`config.mk`:
```
export PLATFORM = sky130hd
export DESIGN_NAME = audio_sync_led_pwm_control
export DESIGN_NICKNAME = d
export VERILOG_FILES = /design/src/design/led_pwm_pkg.sv /design/src/design/audio_sync_led_pwm_control.sv
export SDC_FILE = /design/constraint.sdc
export NUM_CORES = 1
export LEC_CHECK = 0
export BUFFER_PORTS_ARGS = -buffer_cell sky130_fd_sc_hd__buf_2
export CAP_MARGIN = 20
export CORE_MARGIN = 2
export CORE_UTILIZATION = 45
export CTS_CLUSTER_DIAMETER = 60
export CTS_CLUSTER_SIZE = 16
export DETAILED_ROUTE_END_ITERATION = 12
export PLACE_DENSITY = 0.67
export SYNTH_ARGS = -nofsm -noshare
export SYNTH_HDL_FRONTEND = slang
export SYNTH_SLANG_ARGS = --single-unit
export TNS_END_PERCENT = 10
```
`constraint.sdc`:
```
create_clock -name CLK_SYS -period 3.7 [get_ports CLK_SYS]
set_clock_uncertainty 0.05 [all_clocks]
set_input_delay 0.74 -clock CLK_SYS [delete_from_list [all_inputs] [get_ports CLK_SYS]]
set_output_delay 0.74 -clock CLK_SYS [all_outputs]
set_load 0.05 [all_outputs]
```
`src/design/led_pwm_pkg.sv`:
```
// constants for the audio-synchronised three-output pwm light controller
// assumes a 250 MHz system clock and a two-wire write-only host link
package led_pwm_pkg;
  localparam int CLK_HZ = 250_000_000;
  // wishbone register map
  localparam logic [7:0] CTRL_OFS = 8'h00;
  localparam logic [7:0] STATUS_OFS = 8'h04;
  // control register fields
  localparam int PAT_BIT = 0;
  localparam int SHUF_BIT = 1;
  localparam int DIR_LSB = 2;
  localparam int RATE_LSB = 5;
  localparam int CTRL_W = 7;
  localparam logic [6:0] CTRL_RST = 7'h20;
  // status register fields
  localparam int MAP_LSB = 0;
  localparam int LAST_BYTE_LSB = 8;
  // link address: upper six bits, then select pin, then write bit
  localparam logic [5:0] ADDR_HI = 6'h3D;
  // pwm rates in hertz and steps per pwm period
  localparam int PWM_HZ0 = 15000;
  localparam int PWM_HZ1 = 60;
  localparam int PWM_HZ2 = 7;
  localparam int PWM_HZ3 = 4;
  localparam int PWM_STEPS = 256;
  localparam int STEP_CYC0 = CLK_HZ / (PWM_HZ0 * PWM_STEPS);
  localparam int STEP_CYC1 = CLK_HZ / (PWM_HZ1 * PWM_STEPS);
  localparam int STEP_CYC2 = CLK_HZ / (PWM_HZ2 * PWM_STEPS);
  localparam int STEP_CYC3 = CLK_HZ / (PWM_HZ3 * PWM_STEPS);
  // band reassignment interval
  localparam int SHUFFLE_MS = 3200;
  localparam int SHUFFLE_CYC = (CLK_HZ / 1000) * SHUFFLE_MS;
  localparam logic [2:0] MAP_COUNT = 3'h6;
  localparam logic [3:0] BITS_PER_BYTE = 4'h8;
  typedef enum logic [2:0] {S_IDLE, S_ADDR, S_ACK_ADDR, S_DATA, S_ACK_DATA, S_IGNORE} link_state_t;
endpackage

```
`src/design/audio_sync_led_pwm_control.sv`:
```
// three-output pwm light controller with audio and direct pattern modes
// assumes band levels come from logic on CLK_SYS; SCL, SDA_IN, ADR_SEL are async pins
// What this block does
// - eight address bits, msb first, sampled on rising clock edges.
// - respond only to address 111101X0, X taken from the select pin.
// - after a matching address, hold data low through the acknowledge pulse.
// - data bytes are eight bits, msb first, sampled on rising clock.
// - acknowledge every data byte by pulling data low for one pulse.
// - pattern select cleared gives audio-synchronised operation.
// - unshuffled: low band drives output 1, mid output 2, high output 3.
// - duty rises with the level of the assigned band.
// - shuffle enable bit turns band reassignment on and off.
// - shuffling acts only in audio mode, never in pattern mode.
// - while enabled, a new band mapping every 3.2 seconds.
// - pattern select set gives direct pattern mode.
// - in pattern mode each direct-on bit forces 100% or 0% duty.
// - two-bit rate field picks 15kHz, 60Hz, 7Hz or 4Hz for all outputs.
//
// Decided for this implementation: the placing of the registers and register access over Wishbone.
module audio_sync_led_pwm_control #(
  parameter int STEP_CYC0 = led_pwm_pkg::STEP_CYC0,
  parameter int STEP_CYC1 = led_pwm_pkg::STEP_CYC1,
  parameter int STEP_CYC2 = led_pwm_pkg::STEP_CYC2,
  parameter int STEP_CYC3 = led_pwm_pkg::STEP_CYC3,
  parameter int SHUFFLE_CYC = led_pwm_pkg::SHUFFLE_CYC
) (
  input wire logic CLK_SYS,
  input wire logic RESETN,
  input wire logic WB_CYC_I,
  input wire logic WB_STB_I,
  input wire logic WB_WE_I,
  input wire logic [3:0] WB_SEL_I,
  input wire logic [7:0] WB_ADR_I,
  input wire logic [31:0] WB_DAT_I,
  output logic [31:0] WB_DAT_O,
  output logic WB_ACK_O,
  input wire logic SCL,
  input wire logic SDA_IN,
  output logic SDA_OUT,
  output logic SDA_OE,
  input wire logic ADR_SEL,
  input wire logic [7:0] BAND_LOW,
  input wire logic [7:0] BAND_MID,
  input wire logic [7:0] BAND_HIGH,
  output logic LIGHT_OUTPUT_1,
  output logic LIGHT_OUTPUT_2,
  output logic LIGHT_OUTPUT_3
);
  // wishbone slave
  logic next_ack;
  logic [31:0] next_rdata;
  logic wb_wr;
  // link receiver
  logic scl_m, scl_s, scl_d, sda_m, sda_s, sda_d, adr_m, adr_s;
  led_pwm_pkg::link_state_t link_state, next_link_state;
  logic [3:0] bit_cnt, next_bit_cnt;
  logic [7:0] shift, next_shift, last_byte, next_last_byte;
  logic next_sda_oe, byte_pulse, next_byte_pulse;
  logic scl_rise, scl_fall, start_seen, stop_seen;
  logic [7:0] own_addr;
  // control
  logic [6:0] ctrl, next_ctrl;
  logic pattern, shuffle_en;
  // band shuffle
  logic [31:0] shuf_timer, next_shuf_timer;
  logic [2:0] map_idx, next_map_idx;
  logic [3:0] map_sum;
  logic [7:0] lfsr, next_lfsr;
  logic shuf_tick;
  // pwm
  logic [31:0] presc, next_presc, step_lim;
  logic [7:0] step, next_step;
  logic [7:0] duty [3];
  logic [7:0] next_duty [3];
  logic [7:0] band [3];
  logic [2:0] light, next_light;
  logic load;

  assign wb_wr = WB_CYC_I & WB_STB_I & WB_WE_I & WB_ACK_O;

  always_comb
  begin
    next_ack = WB_CYC_I & WB_STB_I & ~WB_ACK_O;
    case (WB_ADR_I)
      led_pwm_pkg::CTRL_OFS: next_rdata = {25'h0, ctrl};
      led_pwm_pkg::STATUS_OFS: next_rdata = {16'h0, last_byte, 5'h0, map_idx};
      default: next_rdata = 32'h0;
    endcase
  end

  always_ff @(posedge CLK_SYS or negedge RESETN)
  begin
    if (!RESETN)
    begin
      WB_ACK_O <= 1'b0;
      WB_DAT_O <= 32'h0;
    end
    else
    begin
      WB_ACK_O <= next_ack;
      WB_DAT_O <= next_rdata;
    end
  end

  // link receiver: pins pass two flops, edges come from the second and third
  assign scl_rise = scl_s & ~scl_d;
  assign scl_fall = ~scl_s & scl_d;
  assign start_seen = scl_s & scl_d & sda_d & ~sda_s;
  assign stop_seen = scl_s & scl_d & ~sda_d & sda_s;
  assign own_addr = {led_pwm_pkg::ADDR_HI, adr_s, 1'b0};

  always_comb
  begin
    next_link_state = link_state;
    next_bit_cnt = bit_cnt;
    next_shift = shift;
    next_sda_oe = SDA_OE;
    next_byte_pulse = 1'b0;
    next_last_byte = last_byte;
    if (start_seen)
    begin
      next_link_state = led_pwm_pkg::S_ADDR;
      next_bit_cnt = 4'h0;
      next_sda_oe = 1'b0;
    end
    else if (stop_seen)
    begin
      next_link_state = led_pwm_pkg::S_IDLE;
      next_sda_oe = 1'b0;
    end
    else
    begin
      case (link_state)
        led_pwm_pkg::S_ADDR, led_pwm_pkg::S_DATA:
        begin
          if (scl_rise)
          begin
            next_shift = {shift[6:0], sda_s};
            next_bit_cnt = bit_cnt + 4'h1;
          end
          else if (scl_fall && bit_cnt == led_pwm_pkg::BITS_PER_BYTE)
          begin
            if (link_state == led_pwm_pkg::S_DATA)
            begin
              next_sda_oe = 1'b1;
              next_byte_pulse = 1'b1;
              next_last_byte = shift;
              next_link_state = led_pwm_pkg::S_ACK_DATA;
            end
            else if (shift == own_addr)
            begin
              next_sda_oe = 1'b1;
              next_link_state = led_pwm_pkg::S_ACK_ADDR;
            end
            else
            begin
              next_link_state = led_pwm_pkg::S_IGNORE;
            end
          end
        end
        led_pwm_pkg::S_ACK_ADDR, led_pwm_pkg::S_ACK_DATA:
        begin
          if (scl_fall)
          begin
            next_sda_oe = 1'b0;
            next_bit_cnt = 4'h0;
            next_link_state = led_pwm_pkg::S_DATA;
          end
        end
        default: ;
      endcase
    end
  end

  always_ff @(posedge CLK_SYS or negedge RESETN)
  begin
    if (!RESETN)
    begin
      {scl_m, scl_s, scl_d, sda_m, sda_s, sda_d, adr_m, adr_s} <= 8'hFF;
      link_state <= led_pwm_pkg::S_IDLE;
      bit_cnt <= 4'h0;
      shift <= 8'h00;
      last_byte <= 8'h00;
      byte_pulse <= 1'b0;
      SDA_OE <= 1'b0;
      SDA_OUT <= 1'b0;
    end
    else
    begin
      scl_m <= SCL;
      scl_s <= scl_m;
      scl_d <= scl_s;
      sda_m <= SDA_IN;
      sda_s <= sda_m;
      sda_d <= sda_s;
      adr_m <= ADR_SEL;
      adr_s <= adr_m;
      link_state <= next_link_state;
      bit_cnt <= next_bit_cnt;
      shift <= next_shift;
      last_byte <= next_last_byte;
      byte_pulse <= next_byte_pulse;
      SDA_OE <= next_sda_oe;
      SDA_OUT <= 1'b0;
    end
  end

  // control register: written by link bytes and by wishbone, wishbone wins
  assign pattern = ctrl[led_pwm_pkg::PAT_BIT];
  assign shuffle_en = ctrl[led_pwm_pkg::SHUF_BIT] & ~pattern;

  always_comb
  begin
    next_ctrl = ctrl;
    if (byte_pulse)
      next_ctrl = last_byte[led_pwm_pkg::CTRL_W-1:0];
    if (wb_wr && WB_ADR_I == led_pwm_pkg::CTRL_OFS && WB_SEL_I[0])
      next_ctrl = WB_DAT_I[led_pwm_pkg::CTRL_W-1:0];
  end

  always_ff @(posedge CLK_SYS or negedge RESETN)
  begin
    if (!RESETN)
      ctrl <= led_pwm_pkg::CTRL_RST;
    else
      ctrl <= next_ctrl;
  end

  // band shuffle: step the mapping by one or two places every interval
  assign shuf_tick = shuffle_en && shuf_timer == 32'(SHUFFLE_CYC - 1);
  assign map_sum = {1'b0, map_idx} + 4'h1 + {3'h0, lfsr[0]};

  always_comb
  begin
    next_lfsr = {lfsr[6:0], lfsr[7] ^ lfsr[5] ^ lfsr[4] ^ lfsr[3]};
    next_shuf_timer = shuf_timer + 32'h1;
    next_map_idx = map_idx;
    if (!shuffle_en)
    begin
      next_shuf_timer = 32'h0;
      next_map_idx = 3'h0;
    end
    else if (shuf_tick)
    begin
      next_shuf_timer = 32'h0;
      if (map_sum >= {1'b0, led_pwm_pkg::MAP_COUNT})
        next_map_idx = 3'(map_sum - {1'b0, led_pwm_pkg::MAP_COUNT});
      else
        next_map_idx = map_sum[2:0];
    end
  end

  always_ff @(posedge CLK_SYS or negedge RESETN)
  begin
    if (!RESETN)
    begin
      lfsr <= 8'h01;
      shuf_timer <= 32'h0;
      map_idx <= 3'h0;
    end
    else
    begin
      lfsr <= next_lfsr;
      shuf_timer <= next_shuf_timer;
      map_idx <= next_map_idx;
    end
  end

  // pwm: 256 steps a period, duties reloaded at each period start
  assign load = (presc == step_lim - 32'h1) && step == 8'hFF;

  always_comb
  begin
    case (ctrl[led_pwm_pkg::RATE_LSB +: 2])
      2'h0: step_lim = 32'(STEP_CYC0);
      2'h1: step_lim = 32'(STEP_CYC1);
      2'h2: step_lim = 32'(STEP_CYC2);
      default: step_lim = 32'(STEP_CYC3);
    endcase
    case (map_idx)
      3'h0: band = '{BAND_LOW, BAND_MID, BAND_HIGH};
      3'h1: band = '{BAND_MID, BAND_HIGH, BAND_LOW};
      3'h2: band = '{BAND_HIGH, BAND_LOW, BAND_MID};
      3'h3: band = '{BAND_LOW, BAND_HIGH, BAND_MID};
      3'h4: band = '{BAND_HIGH, BAND_MID, BAND_LOW};
      default: band = '{BAND_MID, BAND_LOW, BAND_HIGH};
    endcase
    next_presc = presc + 32'h1;
    next_step = step;
    if (presc >= step_lim - 32'h1)
    begin
      next_presc = 32'h0;
      next_step = step + 8'h1;
    end
    for (int i = 0; i < 3; i++)
    begin
      next_duty[i] = duty[i];
      if (load && pattern)
        next_duty[i] = {8{ctrl[led_pwm_pkg::DIR_LSB + i]}};
      else if (load)
        next_duty[i] = band[i];
      next_light[i] = (duty[i] == 8'hFF) | (step < duty[i]);
    end
  end

  always_ff @(posedge CLK_SYS or negedge RESETN)
  begin
    if (!RESETN)
    begin
      presc <= 32'h0;
      step <= 8'h00;
      duty <= '{8'h00, 8'h00, 8'h00};
      light <= 3'h0;
      LIGHT_OUTPUT_1 <= 1'b0;
      LIGHT_OUTPUT_2 <= 1'b0;
      LIGHT_OUTPUT_3 <= 1'b0;
    end
    else
    begin
      presc <= next_presc;
      step <= next_step;
      duty <= next_duty;
      light <= next_light;
      LIGHT_OUTPUT_1 <= next_light[0];
      LIGHT_OUTPUT_2 <= next_light[1];
      LIGHT_OUTPUT_3 <= next_light[2];
    end
  end
endmodule

```
# [Word level (Yosys, flattened, before mapping)]
# Cells that the tools add are included.
[totals] latch_bits=0 ramBits=0 n_memories=0 input_bits=76 elab_cells=159 regBits=183 mem_bits_ro=0
[op_classes] n_eq_ne=27 bitwise=27 magnitude_cmp=5 shifts=0 div_mod_pow=0 muxes=44 mul=0 n_addsub=8 n_reduce_logical=20
[op_table] op="24-bit one-hot mux with 5 select lines" count=1
[op_table] op="32-bit two-way mux" count=3
[op_table] op="32-bit by 1-bit adder with 32-bit output (second input constant)" count=2
[op_table] op="18-bit one-hot mux with 3 select lines" count=1
[op_table] op="8-bit two-way mux" count=6
[op_table] op="32-bit by 30-bit equality test with 1-bit output (second input constant)" count=1
[op_table] op="32-bit equality test" count=1
[op_table] op="8-bit equality test (second input constant)" count=4
[op_table] op="32-bit greater-or-equal comparator" count=1
[op_table] op="16-bit one-hot mux with 2 select lines" count=1
[op_table] op="32-bit by 1-bit subtractor with 32-bit output (second input constant)" count=1
[op_table] op="3-bit two-way mux" count=10
[op_table] op="8-bit < comparator" count=3
[op_table] op="4-bit two-way mux" count=4
[op_table] op="7-bit two-way mux" count=2
[op_table] op="1-bit two-way mux" count=13
[op_table] op="1-bit bitwise AND" count=12
[op_table] op="3-bit by 2-bit equality test with 1-bit output (second input constant)" count=4
[op_table] op="4-bit != test (second input constant)" count=3
[op_table] op="4-bit AND reduction" count=3
[op_table] op="1-bit inverter" count=9
[op_table] op="8-bit by 1-bit adder with 8-bit output (second input constant)" count=1
[op_table] op="8-bit by 3-bit equality test with 1-bit output (second input constant)" count=1
[op_table] op="8-bit equality test" count=1
[op_table] op="other kinds (29)" count=43

# [Depth between registers and ports, before layout]
[depth] depth_word=8 mapped_depth=11 ltp_nobuf=10

# [Worst setup path after synthesis]
# OpenSTA, ideal clock, no wires.
[synth_timing] path_kind="register to register" from="register ctrl[5]" to="register step[1]" synth_period_minus_slack_ns=2.640 setup_ns=0.125 arrival_ns=2.466 setup_slack_ns=1.060 path_stages_with_launch=10 cell_sequence="dfstp_2 -> inv_1 -> ha_1 -> ha_1 -> nand4_1 -> nor4_1 -> nor3_1 -> a31oi_2 -> or2_1 -> mux2_2"
[synth_via] elab_chain_cells=4
[synth_rtl] element="start: declaration" line_no="audio_sync_led_pwm_control.sv:62" source="logic [6:0] ctrl, next_ctrl;"
[synth_rtl] element="start signal: assignment" line_no="audio_sync_led_pwm_control.sv:224" source="ctrl <= led_pwm_pkg::CTRL_RST;"
[synth_rtl] element="start signal: assignment" line_no="audio_sync_led_pwm_control.sv:226" source="ctrl <= next_ctrl;"
[synth_rtl] element="2-bit equality test (tied with other cells)" line_no="audio_sync_led_pwm_control.sv:274" source="case (ctrl[led_pwm_pkg::RATE_LSB +: 2])"
[synth_rtl] element="18-bit one-hot mux with 3 select lines (*)" line_no="audio_sync_led_pwm_control.sv:274"
[synth_rtl] element="32-bit by 1-bit subtractor with 32-bit output (*)" line_no="audio_sync_led_pwm_control.sv:290" source="if (presc >= step_lim - 32'h1)"
[synth_rtl] element="32-bit greater-or-equal comparator (*)" line_no="audio_sync_led_pwm_control.sv:290"
[synth_rtl] element="end signal: assignment" line_no="audio_sync_led_pwm_control.sv:321" source="step <= next_step;"
[synth_rtl] element="end: declaration" line_no="audio_sync_led_pwm_control.sv:72" source="logic [7:0] step, next_step;"
# Every way passes the cells marked *; elsewhere a longest branch is shown, timed or not.
# A chain may end at the register's enable or synchronous reset.

# [Worst setup path in the final report]
[layout_timing] from="register ctrl[6]" to="register step[0]"
# Same word-level chain as after synthesis.

==> run metrics <==
status=finished, final reports clean; Synth cell types=55; Clock transition at path regs=approximately 60 ps; Syn Inst Count=906; Crit. End Element=flop; Max IR drop VDD=326 µV; slew margin rel.=0.361; largest net degree at the start of global routing=81; Cell Pwr Density=between 400 and 500 nW/µm²; antenna cells=0; Overall Global Routing Usage=0.189; Horiz. Die Dim=146 µm; first drt pass iteration count=5; Synth Cell Area=9020 µm²; # hold bufs at CTS=0; Routed WL=19200 µm; family with the most delay on the worst path=simple AND/OR/NAND/NOR gates; DIE AREA=21200 µm²; post-synthesis async set-or-reset flop share=1.00; number of global-route vias before repair=between 6000 and 7000; initial detailed-routing violation count=542; final setup violation count=0; DR vias/cell=5.33; Avg WL per Cell=15.4 µm; GPL Wtd Cong=between 0.8 and 0.9; CP startpoint kind=flop; dpl hpwl=between 10000 and 15000 µm; Seq/Total Area, Yosys=0.462; commonest non-fill, non-tap cell in the layout=dfrtp_1; fin. max-slew vios=0; Die Y=between 100 and 150 µm; critical path's largest stage delay=450 ps; crit-path max FO=20; core area=19600 µm²; post-synthesis area per instance=around 10 µm²; multi-input logic area=4460 µm²; setup bufs post-CTS=0; initial antenna violation count=0; DRC Markers=0; clock sinks=166; nets=1099; Clk Latency, worst-skew pair=roughly 420 ps; FF+latch count, synth=166; FF/Latch Area=4170 µm²; share of cells above drive strength 1=0.157; Slowest cell on crit path=nor4_1; Post-synth EDFFs=0; number of fill cells=1792; final worst slack=around 560 ps; minimum clock period=roughly 3100 ps; Hold Fails Final Rpt=0; first-pass GRT wire length=32500 µm; CP most frequent cell=ha_1; via count=approximately 6700; Setup TNS=0 ps; Setup CP Type=flop to flop; CTS tree=built; remaining global-route overflow=0; # IOs=114; Max-Cap Viols=0; Worst Path Required=4000 ps; leakage power=between 0.004 and 0.005 µW; Post-DP Area=9550 µm²; final instance area=10100 µm²; CTS buffer count=17; Clock Path Buffers=2; Initial Util=0.460; Antenna Nets Post-Route=0; Tightest Pin Transition=955 ps; WP buf/inv=2; RSZ-0062 raised after global routing=false; Place WS=578 ps; CTS H-tree lvls=4; worst path cell trace=inv_1 > ha_1 > o21ai_0 > ha_1 > nand4_1 > nor4_1 > nor3_1 > a31oi_2 > or2_1 > buf_4 > xor2_1; Root Driver=clkbuf_16; most frequent cells in the layout=156 x dfrtp_1, 89 x nor2_1, 66 x nand2_1, 66 x buf_2, 51 x ha_1; post-cts gate resize count=0; final cycle utilization of the critical path=0.848; most used flip-flop cell after synthesis=dfrtp_1; Synth Warn #=0; Max Fclk=319 MHz; port bufs=67; Worst EP arrival=3440 ps; Hold Crit Class=input port to asynchronous set/reset pin; Area Overhead vs Synth=12.2%; Rows=51
==> synth_stat cells (all sizes together) (2+ instances only) <==
cell type / n / share of area
a211oi: 5 / 0.0042
a21o: 9 / 0.0075
a21oi: 40 / 0.022
a221o: 8 / 0.0089
a221oi: 24 / 0.023
a22o: 3 / 0.0029
a22oi: 2 / 0.0017
a31oi: 2 / 0.0021
and2: 14 / 0.0097
and3: 18 / 0.013
and4: 5 / 0.0057
buf: 39 / 0.031
clkbuf: 22 / 0.0092
conb: 2 / 0.00083
dfrtp: 156 / 0.43
dfstp: 10 / 0.029
ha: 51 / 0.071
inv: 38 / 0.016
mux2: 18 / 0.022
mux2i: 31 / 0.034
nand2: 66 / 0.027
nand2b: 8 / 0.0056
nand3: 33 / 0.019
nand4: 20 / 0.014
nand4b: 2 / 0.0019
nor2: 98 / 0.043
nor2b: 8 / 0.0056
nor3: 16 / 0.0089
nor3b: 3 / 0.0031
nor4: 11 / 0.011
o2111ai: 2 / 0.0019
o21ai: 44 / 0.024
o22ai: 17 / 0.012
o31ai: 12 / 0.011
or2: 2 / 0.0014
or3: 2 / 0.0014
xnor2: 23 / 0.022
xor2: 38 / 0.037
==> metrics by stage <==
step,power [µW],util,hold WS [ps],cells
2_1_floorplan,2550,-,281,936
5_1_grt,4670,0.517,301,1250
6_report,4420,0.517,300,1250
3_3_place_gp,2700,0.487,285,1218
3_5_place_dp,2720,0.487,288,1218
4_1_cts,4480,0.517,302,1250
==> worst paths after layout <==
check | cells past startpoint | from | slack [ps] | endpoint
hold / removal | 1 | RESETN | 300 | presc[8]$_DFF_PN0_
max in group asynchronous | 2 | RESETN | 2420 | adr_m$_DFF_PN1_
setup / recovery | 11 | ctrl[6]$_DFFE_PN0P_ | 560 | step[0]$_DFFE_PN0P_
hold reg to reg | 0 | lfsr[1]$_DFF_PN0_ | 300 | lfsr[2]$_DFF_PN0_
min in group CLK_SYS | 0 | lfsr[1]$_DFF_PN0_ | 300 | lfsr[2]$_DFF_PN0_
setup reg to reg | 11 | ctrl[6]$_DFFE_PN0P_ | 560 | step[0]$_DFFE_PN0P_
==> layer usage <==
metal / vias up / wire (µm) / track usage / part of all wire
li1: 3287 / - / - / -
met1: 3228 / 9280 / 0.267 / 0.48
met2: 133 / 8990 / 0.300 / 0.47
met3: 17 / 726 / 0.0382 / 0.038
met4: 0 / 193 / 0.0480 / 0.010
met5: - / 0 / 0 / 0
==> logic make-up after synthesis <==
group                    synth area share
AO/OA/AOI/OAI                       0.123
XOR/XNOR                           0.0592
adder cells (fa/ha/maj)            0.0708
buffers and inverters              0.0561
flip-flops                          0.462
multiplexers                       0.0569
other                            0.000833
AND/OR/NAND/NOR                     0.171
==> power breakdown <==
part | internal, µW | switching [µW]
clock | 1020 | 718
combinational | 258 | 345
sequential | 1930 | 155
total | 3200 | 1220
==> area by class of cell <==
type,count,area share
Timing Repair Buffer,78,0.0431
Inverter,39,0.0145
Clock buffer,22,0.0449
Tap cell,265,0.0328
Multi-Input combinational cell,670,0.441
Clock inverter,10,0.0120
Sequential cell,166,0.412
==> sequential cells by signal, indices dropped and copies added, names as in the netlist, 3 cells and up <==
register,count
presc,32
shuf_timer,32
duty,24
WB_DAT_O,15
last_byte,8
lfsr,8
shift,8
step,8
ctrl,7
bit_cnt,4
link_state,3
map_idx,3
(Power assumes the default switching activity.)
